`src/uhmr_pkg.sv`:
```
// Purpose: shared constants and types for the host controller misc register group
// Assumes: 16-bit command-coded register port, one clock
// Notes: command codes are the read and write codes of each register
package uhmr_pkg;
  localparam logic [7:0] UHMR_RD_ENABLE = 8'h25;
  localparam logic [7:0] UHMR_WR_ENABLE = 8'hA5;
  localparam logic [7:0] UHMR_RD_IDENT = 8'h27;
  localparam logic [7:0] UHMR_RD_SCRATCH = 8'h28;
  localparam logic [7:0] UHMR_WR_SCRATCH = 8'hA8;
  localparam logic [7:0] UHMR_WR_SOFTRST = 8'hA9;
  localparam logic [15:0] UHMR_SOFTRST_KEY = 16'h00F6;
  localparam logic [15:0] UHMR_SCRATCH_RST = 16'h0000;
  localparam logic [15:0] UHMR_ENABLE_RST = 16'h0000;
  // writable enable bits: 6,5,4,2,1,0
  localparam logic [15:0] UHMR_ENABLE_MASK = 16'h0077;
  localparam int UHMR_BIT_SOF = 0;
  localparam int UHMR_BIT_ASYNC = 1;
  localparam int UHMR_BIT_XEND = 2;
  localparam int UHMR_BIT_OPREG = 4;
  localparam int UHMR_BIT_SUSP = 5;
  localparam int UHMR_BIT_CLKRDY = 6;
  localparam logic [15:0] UHMR_RDATA_RST = 16'h0000;

  // one register access from the processor port
  typedef struct packed {
    logic rd;
    logic wr;
    logic [7:0] code;
    logic [15:0] wdata;
  } uhmr_cmd_t;

  // read answer
  typedef struct packed {
    logic valid;
    logic [15:0] data;
  } uhmr_resp_t;
endpackage

```
`src/uhmr_misc_regs.sv`:
```
// Purpose: misc register group: interrupt enable mask, identification, scratch, soft reset
// Assumes: one clk at 25 MHz, async active-low nrst, one command per cycle at most
// Notes: read data answers one cycle after the command; soft reset spares buffer memory
//
// Behaviour
// - enable bit 6 lets the clock-ready event raise the interrupt.
// - enable bit 5 lets the controller-suspended event raise the interrupt.
// - enable bit 4 lets the operational-register update event interrupt.
// - enable bit 2 lets the end-of-transfer event interrupt.
// - enable bit 1 lets the async transfer list event interrupt.
// - enable bit 0 lets the SOF-driven iso event interrupt.
// - identification register is read-only on code 27, no write code.
// - identification upper byte is product, lower byte is revision.
// - scratch is 16-bit read/write, codes 28/A8, resets to zero.
// - reset value returns all registers to reset, buffer memory untouched.
// - after power-on all enable bits are zero, so no interrupt.
// - interrupt needs status bit, its enable, and global enable set.
`timescale 1ns/1ps
`default_nettype none
module uhmr_misc_regs #(
  parameter logic [7:0] PRODUCT_ID = 8'h5A, // arbitrary value
  parameter logic [7:0] REVISION_ID = 8'h01 // arbitrary value
) (
  input wire logic clk,
  input wire logic nrst,
  input wire uhmr_pkg::uhmr_cmd_t cmd,
  input wire logic [15:0] irq_status,
  input wire logic global_irq_en,
  output uhmr_pkg::uhmr_resp_t resp,
  output logic irq,
  output logic soft_reset_pulse,
  output logic [15:0] irq_enable
);
  import uhmr_pkg::*;

  logic [15:0] enable_reg;
  logic [15:0] scratch_reg;
  logic swrst_reg;
  logic irq_reg;
  uhmr_resp_t resp_reg;
  logic swrst_hit;

  function automatic logic [15:0] uhmr_masked(input logic [15:0] v);
    uhmr_masked = v & UHMR_ENABLE_MASK;
  endfunction

  // soft reset fires only on the exact key; any other value is dropped
  assign swrst_hit = cmd.wr && (cmd.code == UHMR_WR_SOFTRST)
    && (cmd.wdata == UHMR_SOFTRST_KEY);

  // one-cycle soft reset strobe, also offered to the rest of the controller
  always_ff @(posedge clk or negedge nrst)
  begin
    if (!nrst)
      swrst_reg <= 1'b0;
    else
      swrst_reg <= swrst_hit;
  end

  // interrupt enable mask; reserved bits can never be written
  always_ff @(posedge clk or negedge nrst)
  begin
    if (!nrst)
      enable_reg <= UHMR_ENABLE_RST;
    else if (swrst_hit)
      enable_reg <= UHMR_ENABLE_RST;
    else if (cmd.wr && cmd.code == UHMR_WR_ENABLE)
      enable_reg <= uhmr_masked(cmd.wdata);
  end

  // scratch store, no side effects
  always_ff @(posedge clk or negedge nrst)
  begin
    if (!nrst)
      scratch_reg <= UHMR_SCRATCH_RST;
    else if (swrst_hit)
      scratch_reg <= UHMR_SCRATCH_RST;
    else if (cmd.wr && cmd.code == UHMR_WR_SCRATCH)
      scratch_reg <= cmd.wdata;
  end

  // read port; the identification code has no write code, writes ignore it
  always_ff @(posedge clk or negedge nrst)
  begin
    if (!nrst)
      resp_reg <= '{valid: 1'b0, data: UHMR_RDATA_RST};
    else
    begin
      resp_reg.valid <= cmd.rd;
      if (!cmd.rd)
        resp_reg.data <= UHMR_RDATA_RST;
      else if (cmd.code == UHMR_RD_ENABLE)
        resp_reg.data <= uhmr_masked(enable_reg);
      else if (cmd.code == UHMR_RD_IDENT)
        resp_reg.data <= {PRODUCT_ID, REVISION_ID};
      else if (cmd.code == UHMR_RD_SCRATCH)
        resp_reg.data <= scratch_reg;
      else
        resp_reg.data <= UHMR_RDATA_RST; // unmapped reads give zero
    end
  end

  // interrupt: any enabled source, gated by the global enable; reserved bits inert
  // registered so the pin is glitch-free, at the cost of one cycle latency
  always_ff @(posedge clk or negedge nrst)
  begin
    if (!nrst)
      irq_reg <= 1'b0;
    else
      irq_reg <= global_irq_en && !swrst_hit
        && |(irq_status & uhmr_masked(enable_reg));
  end

  // suspend is driven by the main control register elsewhere the enable only masks it
  assign resp = resp_reg;
  assign irq = irq_reg;
  assign soft_reset_pulse = swrst_reg;
  assign irq_enable = enable_reg;

  // soft reset clears the whole register set in one edge
  a_enable_reset: assert property (@(posedge clk) disable iff (!nrst)
    swrst_hit |=> (enable_reg == 16'h0000 && scratch_reg == 16'h0000))
    else $error("soft reset did not clear registers");

  // a near miss on the key must not fire the strobe
  a_bad_key_inert: assert property (@(posedge clk) disable iff (!nrst)
    (cmd.wr && cmd.code == UHMR_WR_SOFTRST && cmd.wdata != 16'h00F6) |=> !swrst_reg)
    else $error("soft reset fired on wrong value");

  // reserved bits never hold a one
  a_reserved_zero: assert property (@(posedge clk) disable iff (!nrst)
    (enable_reg & 16'hFF88) == 16'h0000)
    else $error("reserved enable bit set");

  // no interrupt without an enabled cause and the global enable
  a_irq_gated: assert property (@(posedge clk) disable iff (!nrst)
    irq |-> $past(global_irq_en) && ($past(irq_status) & $past(enable_reg)) != 16'h0000)
    else $error("interrupt without enabled cause");

  // clock-ready source raises the pin when enabled
  a_irq_raise: assert property (@(posedge clk) disable iff (!nrst)
    (global_irq_en && !swrst_hit && irq_status[6] && enable_reg[6]) |=> irq)
    else $error("clock ready interrupt missing");

  // clock-ready source stays quiet when masked
  a_clkrdy_mask: assert property (@(posedge clk) disable iff (!nrst)
    (irq_status == 16'h0040 && !enable_reg[6]) |=> !irq)
    else $error("masked clock ready interrupt seen");

  // suspend source raises the pin when enabled
  a_susp_raise: assert property (@(posedge clk) disable iff (!nrst)
    (global_irq_en && !swrst_hit && irq_status[5] && enable_reg[5]) |=> irq)
    else $error("suspend interrupt missing");

  // suspend source stays quiet when masked
  a_susp_mask: assert property (@(posedge clk) disable iff (!nrst)
    (irq_status == 16'h0020 && !enable_reg[5]) |=> !irq)
    else $error("masked suspend interrupt seen");

  // operational-register source raises the pin when enabled
  a_opreg_raise: assert property (@(posedge clk) disable iff (!nrst)
    (global_irq_en && !swrst_hit && irq_status[4] && enable_reg[4]) |=> irq)
    else $error("opreg interrupt missing");

  // operational-register source stays quiet when masked
  a_opreg_mask: assert property (@(posedge clk) disable iff (!nrst)
    (irq_status == 16'h0010 && !enable_reg[4]) |=> !irq)
    else $error("masked opreg interrupt seen");

  // end-of-transfer source raises the pin when enabled
  a_xend_raise: assert property (@(posedge clk) disable iff (!nrst)
    (global_irq_en && !swrst_hit && irq_status[2] && enable_reg[2]) |=> irq)
    else $error("transfer end interrupt missing");

  // end-of-transfer source stays quiet when masked
  a_xend_mask: assert property (@(posedge clk) disable iff (!nrst)
    (irq_status == 16'h0004 && !enable_reg[2]) |=> !irq)
    else $error("masked transfer end interrupt seen");

  // async list source raises the pin when enabled
  a_async_raise: assert property (@(posedge clk) disable iff (!nrst)
    (global_irq_en && !swrst_hit && irq_status[1] && enable_reg[1]) |=> irq)
    else $error("async list interrupt missing");

  // async list source stays quiet when masked
  a_async_mask: assert property (@(posedge clk) disable iff (!nrst)
    (irq_status == 16'h0002 && !enable_reg[1]) |=> !irq)
    else $error("masked async list interrupt seen");

  // frame-start iso source raises the pin when enabled
  a_sof_raise: assert property (@(posedge clk) disable iff (!nrst)
    (global_irq_en && !swrst_hit && irq_status[0] && enable_reg[0]) |=> irq)
    else $error("frame start interrupt missing");

  // frame-start iso source stays quiet when masked
  a_sof_mask: assert property (@(posedge clk) disable iff (!nrst)
    (irq_status == 16'h0001 && !enable_reg[0]) |=> !irq)
    else $error("masked frame start interrupt seen");

  // identification read returns the fixed code
  a_ident_read: assert property (@(posedge clk) disable iff (!nrst)
    (cmd.rd && cmd.code == 8'h27) |=> resp.valid && resp.data == {PRODUCT_ID, REVISION_ID})
    else $error("identification read wrong");

  // a write aimed at the identification code changes nothing
  a_ident_nowrite: assert property (@(posedge clk) disable iff (!nrst)
    (cmd.wr && cmd.code == UHMR_RD_IDENT) |=> $stable(enable_reg) && $stable(scratch_reg))
    else $error("identification write had an effect");

  // product byte sits in the upper half
  a_ident_upper: assert property (@(posedge clk) disable iff (!nrst)
    (cmd.rd && cmd.code == UHMR_RD_IDENT) |=> resp.data[15:8] == PRODUCT_ID)
    else $error("identification product byte wrong");

  // revision byte sits in the lower half
  a_ident_lower: assert property (@(posedge clk) disable iff (!nrst)
    (cmd.rd && cmd.code == UHMR_RD_IDENT) |=> resp.data[7:0] == REVISION_ID)
    else $error("identification revision byte wrong");

  // back-to-back write then read of scratch
  a_scratch_rw: assert property (@(posedge clk) disable iff (!nrst)
    (cmd.wr && cmd.code == 8'hA8) ##1 (cmd.rd && cmd.code == 8'h28 && !cmd.wr)
      |=> resp.data == $past(cmd.wdata, 2))
    else $error("scratch readback wrong");

  // write then read of scratch with one idle cycle between
  a_scratch_gap: assert property (@(posedge clk) disable iff (!nrst)
    (cmd.wr && cmd.code == 8'hA8) ##1 !cmd.wr ##1 (cmd.rd && cmd.code == 8'h28 && !cmd.wr)
      |=> resp.data == $past(cmd.wdata, 3))
    else $error("scratch readback after gap wrong");

  // scratch write lands whole on the next edge
  a_scratch_land: assert property (@(posedge clk) disable iff (!nrst)
    (cmd.wr && cmd.code == UHMR_WR_SCRATCH) |=> scratch_reg == $past(cmd.wdata))
    else $error("scratch write lost");

  // scratch keeps its value when not written, no side effects
  a_scratch_hold: assert property (@(posedge clk) disable iff (!nrst)
    (!(cmd.wr && cmd.code == UHMR_WR_SCRATCH) && !swrst_hit) |=> $stable(scratch_reg))
    else $error("scratch changed without a write");

  // the key produces the strobe on the next edge
  a_key_pulse: assert property (@(posedge clk) disable iff (!nrst)
    swrst_hit |=> soft_reset_pulse)
    else $error("soft reset strobe missing");

  // the strobe only ever follows a key write
  a_pulse_cause: assert property (@(posedge clk) disable iff (!nrst)
    soft_reset_pulse |-> $past(swrst_hit))
    else $error("soft reset strobe without key");

  // soft reset also drops the interrupt pin
  a_reset_irq_low: assert property (@(posedge clk) disable iff (!nrst)
    swrst_hit |=> !irq)
    else $error("interrupt survived soft reset");

  // enable mask keeps its value when not written
  a_enable_hold: assert property (@(posedge clk) disable iff (!nrst)
    (!(cmd.wr && cmd.code == UHMR_WR_ENABLE) && !swrst_hit) |=> $stable(enable_reg))
    else $error("enable mask changed without a write");

  // with every enable clear the pin stays low
  a_masked_quiet: assert property (@(posedge clk) disable iff (!nrst)
    (enable_reg == 16'h0000) |=> !irq)
    else $error("interrupt with all enables clear");

  // global enable off keeps the pin low
  a_global_off: assert property (@(posedge clk) disable iff (!nrst)
    !global_irq_en |=> !irq)
    else $error("interrupt with global enable off");

  // no status, no interrupt
  a_no_status: assert property (@(posedge clk) disable iff (!nrst)
    (irq_status == 16'h0000) |=> !irq)
    else $error("interrupt without status");

  // wrong key leaves the scratch store alone
  a_bad_key_keep: assert property (@(posedge clk) disable iff (!nrst)
    (cmd.wr && cmd.code == UHMR_WR_SOFTRST && cmd.wdata != UHMR_SOFTRST_KEY)
      |=> $stable(scratch_reg))
    else $error("wrong key cleared scratch");

  // reserved enable bits read back as zero
  a_reserved_read: assert property (@(posedge clk) disable iff (!nrst)
    (cmd.rd && cmd.code == UHMR_RD_ENABLE) |=> (resp.data & 16'hFF88) == 16'h0000)
    else $error("reserved enable bit read as one");

  // unmapped read codes answer zero
  a_unmapped_zero: assert property (@(posedge clk) disable iff (!nrst)
    (cmd.rd && cmd.code != UHMR_RD_ENABLE && cmd.code != UHMR_RD_IDENT
      && cmd.code != UHMR_RD_SCRATCH) |=> resp.data == 16'h0000)
    else $error("unmapped read not zero");

  // status on reserved positions alone never interrupts
  a_reserved_inert: assert property (@(posedge clk) disable iff (!nrst)
    ((irq_status & 16'h0077) == 16'h0000) |=> !irq)
    else $error("reserved status bit raised interrupt");

  // every enable write is masked and lands on the next edge
  a_enable_write: assert property (@(posedge clk) disable iff (!nrst)
    (cmd.wr && cmd.code == 8'hA5) |=> enable_reg == ($past(cmd.wdata) & 16'h0077))
    else $error("enable write lost");

  // the read answer stands exactly one cycle after the strobe
  a_resp_valid: assert property (@(posedge clk) disable iff (!nrst)
    cmd.rd |=> resp.valid)
    else $error("read answer missing");

  // no answer and zero data without a read strobe
  a_resp_idle: assert property (@(posedge clk) disable iff (!nrst)
    !cmd.rd |=> !resp.valid && resp.data == 16'h0000)
    else $error("read answer without strobe");

  // main scenarios reached
  c_soft_reset: cover property (@(posedge clk) disable iff (!nrst) swrst_reg);
  c_irq_seen: cover property (@(posedge clk) disable iff (!nrst) $rose(irq));
  c_scratch_rd: cover property (@(posedge clk) disable iff (!nrst)
    cmd.rd && cmd.code == 8'h28);
  c_ident_rd: cover property (@(posedge clk) disable iff (!nrst)
    cmd.rd && cmd.code == UHMR_RD_IDENT);
  c_bad_key: cover property (@(posedge clk) disable iff (!nrst)
    cmd.wr && cmd.code == UHMR_WR_SOFTRST && cmd.wdata != UHMR_SOFTRST_KEY);
endmodule // uhmr_misc_regs
`default_nettype wire

```
`config.mk`:
```
export PLATFORM = sky130hd
export DESIGN_NAME = uhmr_misc_regs
export DESIGN_NICKNAME = d
export VERILOG_FILES = /design/src/uhmr_pkg.sv /design/src/uhmr_misc_regs.sv
export SDC_FILE = /design/constraint.sdc
export NUM_CORES = 1
export LEC_CHECK = 0
export BUFFER_PORTS_ARGS = -buffer_cell sky130_fd_sc_hd__buf_4
export CAP_MARGIN = 0
export CORE_ASPECT_RATIO = 1.25
export CORE_MARGIN = 2
export CORE_UTILIZATION = 30
export CTS_CLUSTER_DIAMETER = 150
export CTS_CLUSTER_SIZE = 16
export DETAILED_ROUTE_END_ITERATION = 12
export HOLD_SLACK_MARGIN = 0.05
export PLACE_DENSITY_LB_ADDON = 0.15
export SETUP_SLACK_MARGIN = 0.02
export SLEW_MARGIN = 15
export SYNTH_ARGS = -nofsm -noshare
export SYNTH_HDL_FRONTEND = slang
export SYNTH_SLANG_ARGS = --single-unit
```
`constraint.sdc`:
```
create_clock -name clk -period 1.17 [get_ports clk]
set_input_delay 0.117 -clock clk [delete_from_list [all_inputs] [get_ports clk]]
set_output_delay 0.117 -clock clk [all_outputs]
set_load 0.1 [all_outputs]
```
==> impl_results.md <==
- Critical path type: input pin to flop
- # rows: 31
- Router iterations before antenna repair: 4
- Synth Area per Inst: roughly 10 sq um
- CTS max path bufs: 2
- Asr flop ratio synth: 100%
- Main synth FF type: dfrtp_1
- Post-synth EDFFs: 0
- Hold Fails Final Rpt: 0
- Slew Viols, Final: 0
- Initial antenna violation count: 0
- Register area share after synthesis: between 50% and 60%
- Htree depth: 2
- Initial Utilization: 31.2%
- Count of cell types in the netlist: 30
- Final Setup Violations: 5
- Hpwl dp: 3250 microns
- Share of cells above drive strength 1: 47.5%
- Slew HR: between 60 and 70%
- Wirelength per Cell: 14.3 microns
- Leading cell type in the layout, fill and taps excluded: buf_4
- Worst endpoint data arrival time: ~1.4 ns
- First-pass GRT wire length: ~7300 microns
- Top cell type's share of synthesized area: 56.2%
- CP max-delay cell: nor4_4
- # diodes: 0
- CP required: approximately 1.4 ns
- Measured slew at the worst slew-check pin: about 0.52 ns
- Final Worst Setup Slack: -0.00254 ns
- Max Freq: 853 MHz
- Area contributors post-synth: dfrtp_1 56%, nand2_1 8.4%, buf_4 4.5%, a21oi_1 4.4%, a22oi_1 3.3%
- Critical-path maximum fanout: 6
- Iteration-0 DRC Markers: 43
- Slowest stage delay, CP: slightly above 0.3 ns
- Buffers on Ports: between 50 and 60
- Fin crit period: 1.17 ns
- Cell area power density: approximately 1200 mW/mm^2
- Most frequent cells in the layout: 65 x buf_4, 41 x nand2_1, 35 x dfrtp_1
- Layout Cells excl Fill: 345
- CTS clock-pin slew for the worst setup and hold paths: roughly 0.080 ns
- Finished Core Util: slightly below 50%
- CTS sink cnt: 41
- Post-Syn Instances: between 150 and 200
- Post-layout net count: 307
- Hold WS: ~0.074 ns
- Placed instance area: 0.00247 sq mm
- Leakage: 0.00134 uW
- Clock Skews: around 0.0019 ns
- DR vias: roughly 1500
- Status: complete, but fails checks
- FF-to-FF setup slack: 0.20 ns
- Critical path launch point type: input pin
- GPL Wtd Cong: roughly 0.75
- Final non-filler cell area: 0.00288 sq mm
- Area grow syn2layout: 58.0%
- Num ports: 80
- Vias per cell: 4.46
- CTS Buf Count: 5
- Synth warn: 0
- Die Y-Extent: roughly 90 microns
- TritonCTS clock tree: yes
- Yosys top cell by area: dfrtp_1
- Yosys reg bits: 41
- Core area: about 0.006 sq mm
- HP Class: input pin to flop
- Filler cells: roughly 580
- CTS root buf: clkbuf_8
- Max_cap viols: 0
- Bufs and invs on worst path: 3
- Placed insts: ~330
- Post-synthesis cell area: roughly 0.0018 sq mm
- Total Power: approximately 3400 uW
- Max IR drop VDD: 0.475 mV
- Crit-path cells: buf_6, nor4_4, nand4_1, nor4_4, buf_6, clkbuf_16, o21ai_2
- Die width: around 74 microns
- Max reg flops: 17
- GRT Total Usage: about 14%
- Clk_lat worst skew: 0.29 ns
- Remaining antenna violation count: 0
- # DRC: 0
- Top cell family by delay on the critical path: simple AND/OR/NAND/NOR gates
- Unrepaired setup endpoints after global routing: true
- Largest net degree at the start of global routing: 42
- Vias in the first global route: 1486
- Final period util: 100%
- Die area: just under 0.007 sq mm
- Post-Route WL: between 4000 and 5000 microns
- Setup crit end kind: flop
- Failing checks: setup timing
- Grt total ovfl: 0
-- worst register-to-register path: cells and delay by family, from the launching register on --
| family | cells | cell delay (ns) |
|---|---|---|
| simple gates | 3 | 0.22 |
| compound gates | 1 | 0.21 |
| flops | 1 | 0.45 |
-- timing repair --
| action | CTS | global route |
|---|---|---|
| resized for setup | 7 | 37 |
| endpoints found under the setup margin | 30 | 35 |
| hold buffers | 5 | 0 |
| pin swaps | 0 | 12 |
| buffers inserted | 0 | 1 |
| endpoints found under the hold margin | 45 | 0 |
| cloned | 0 | 3 |
-- report_power, final --
group,total (uW),switching [uW],internal [uW],leakage (uW)
registers,1490,30.2,1460,0.000557
clock network,1340,495,847,0.0000681
logic,583,385,198,0.000714
-- path summary, 6_finish.rpt --
kind / depth (start not counted) / end / start
min in group asynchronous: 2 / resp[12] / nrst
min: 3 / scratch_reg[10] / cmd[10]
max: 7 / scratch_reg[0] / cmd[3]
max in group asynchronous: 2 / irq_enable[6] / nrst
min reg2reg: 1 / resp[7] / scratch_reg[7]
max reg2reg: 4 / irq / irq_enable[0]
-- area by class of cell --
type	count	area (sq um)	share of cell area, %
clock buffer	5	68.8	2.39
clock inverter	3	65.1	2.26
multi-input combinational	127	823	28.5
sequential	41	1030	35.8
tap	82	103	3.56
timing repair buffer	87	791	27.4
-- metal layers --
layer | GRT usage [%] | share of wire [%] | vias up
li1 | - | - | 756
met1 | 19.2 | 44 | 730
met2 | 21.9 | 50 | 44
met3 | 3.11 | 3.9 | 8
met4 | 6.06 | 1.9 | 0
met5 | 0 | 0 | -
-- per-stage QoR --
step,setup TNS (ns),setup WS (ns)
floorplan,-1.59,-0.0859
global placement,-11.98,-0.416
detailed placement,-12.07,-0.430
CTS,-0.0749,-0.0229
global route,-0.411,-0.0356
finish,-0.00558,-0.00254
-- kinds of logic after synthesis --
| logic type | synth area share (%) |
|---|---|
| AOI/OAI and AO/OA | 9.87 |
| DFF | 56.2 |
| other | 0.205 |
| buffers and inverters | 6.85 |
| and+or+nand+nor | 24.1 |
| muxes | 2.74 |
-- synth_stat cells, types with 2 or more instances --
library cell / instances
dfrtp_1: 41
nand2_1: 41
a21oi_1: 16
nor2_1: 12
buf_4: 11
a22oi_1: 8
and2_1: 7
mux2i_1: 5
o21ai_0: 5
nand4_1: 4
buf_6: 3
and4_1: 2
nand3_1: 2
nor2b_1: 2
No activity file was read; power rests on OpenSTA's default activity.
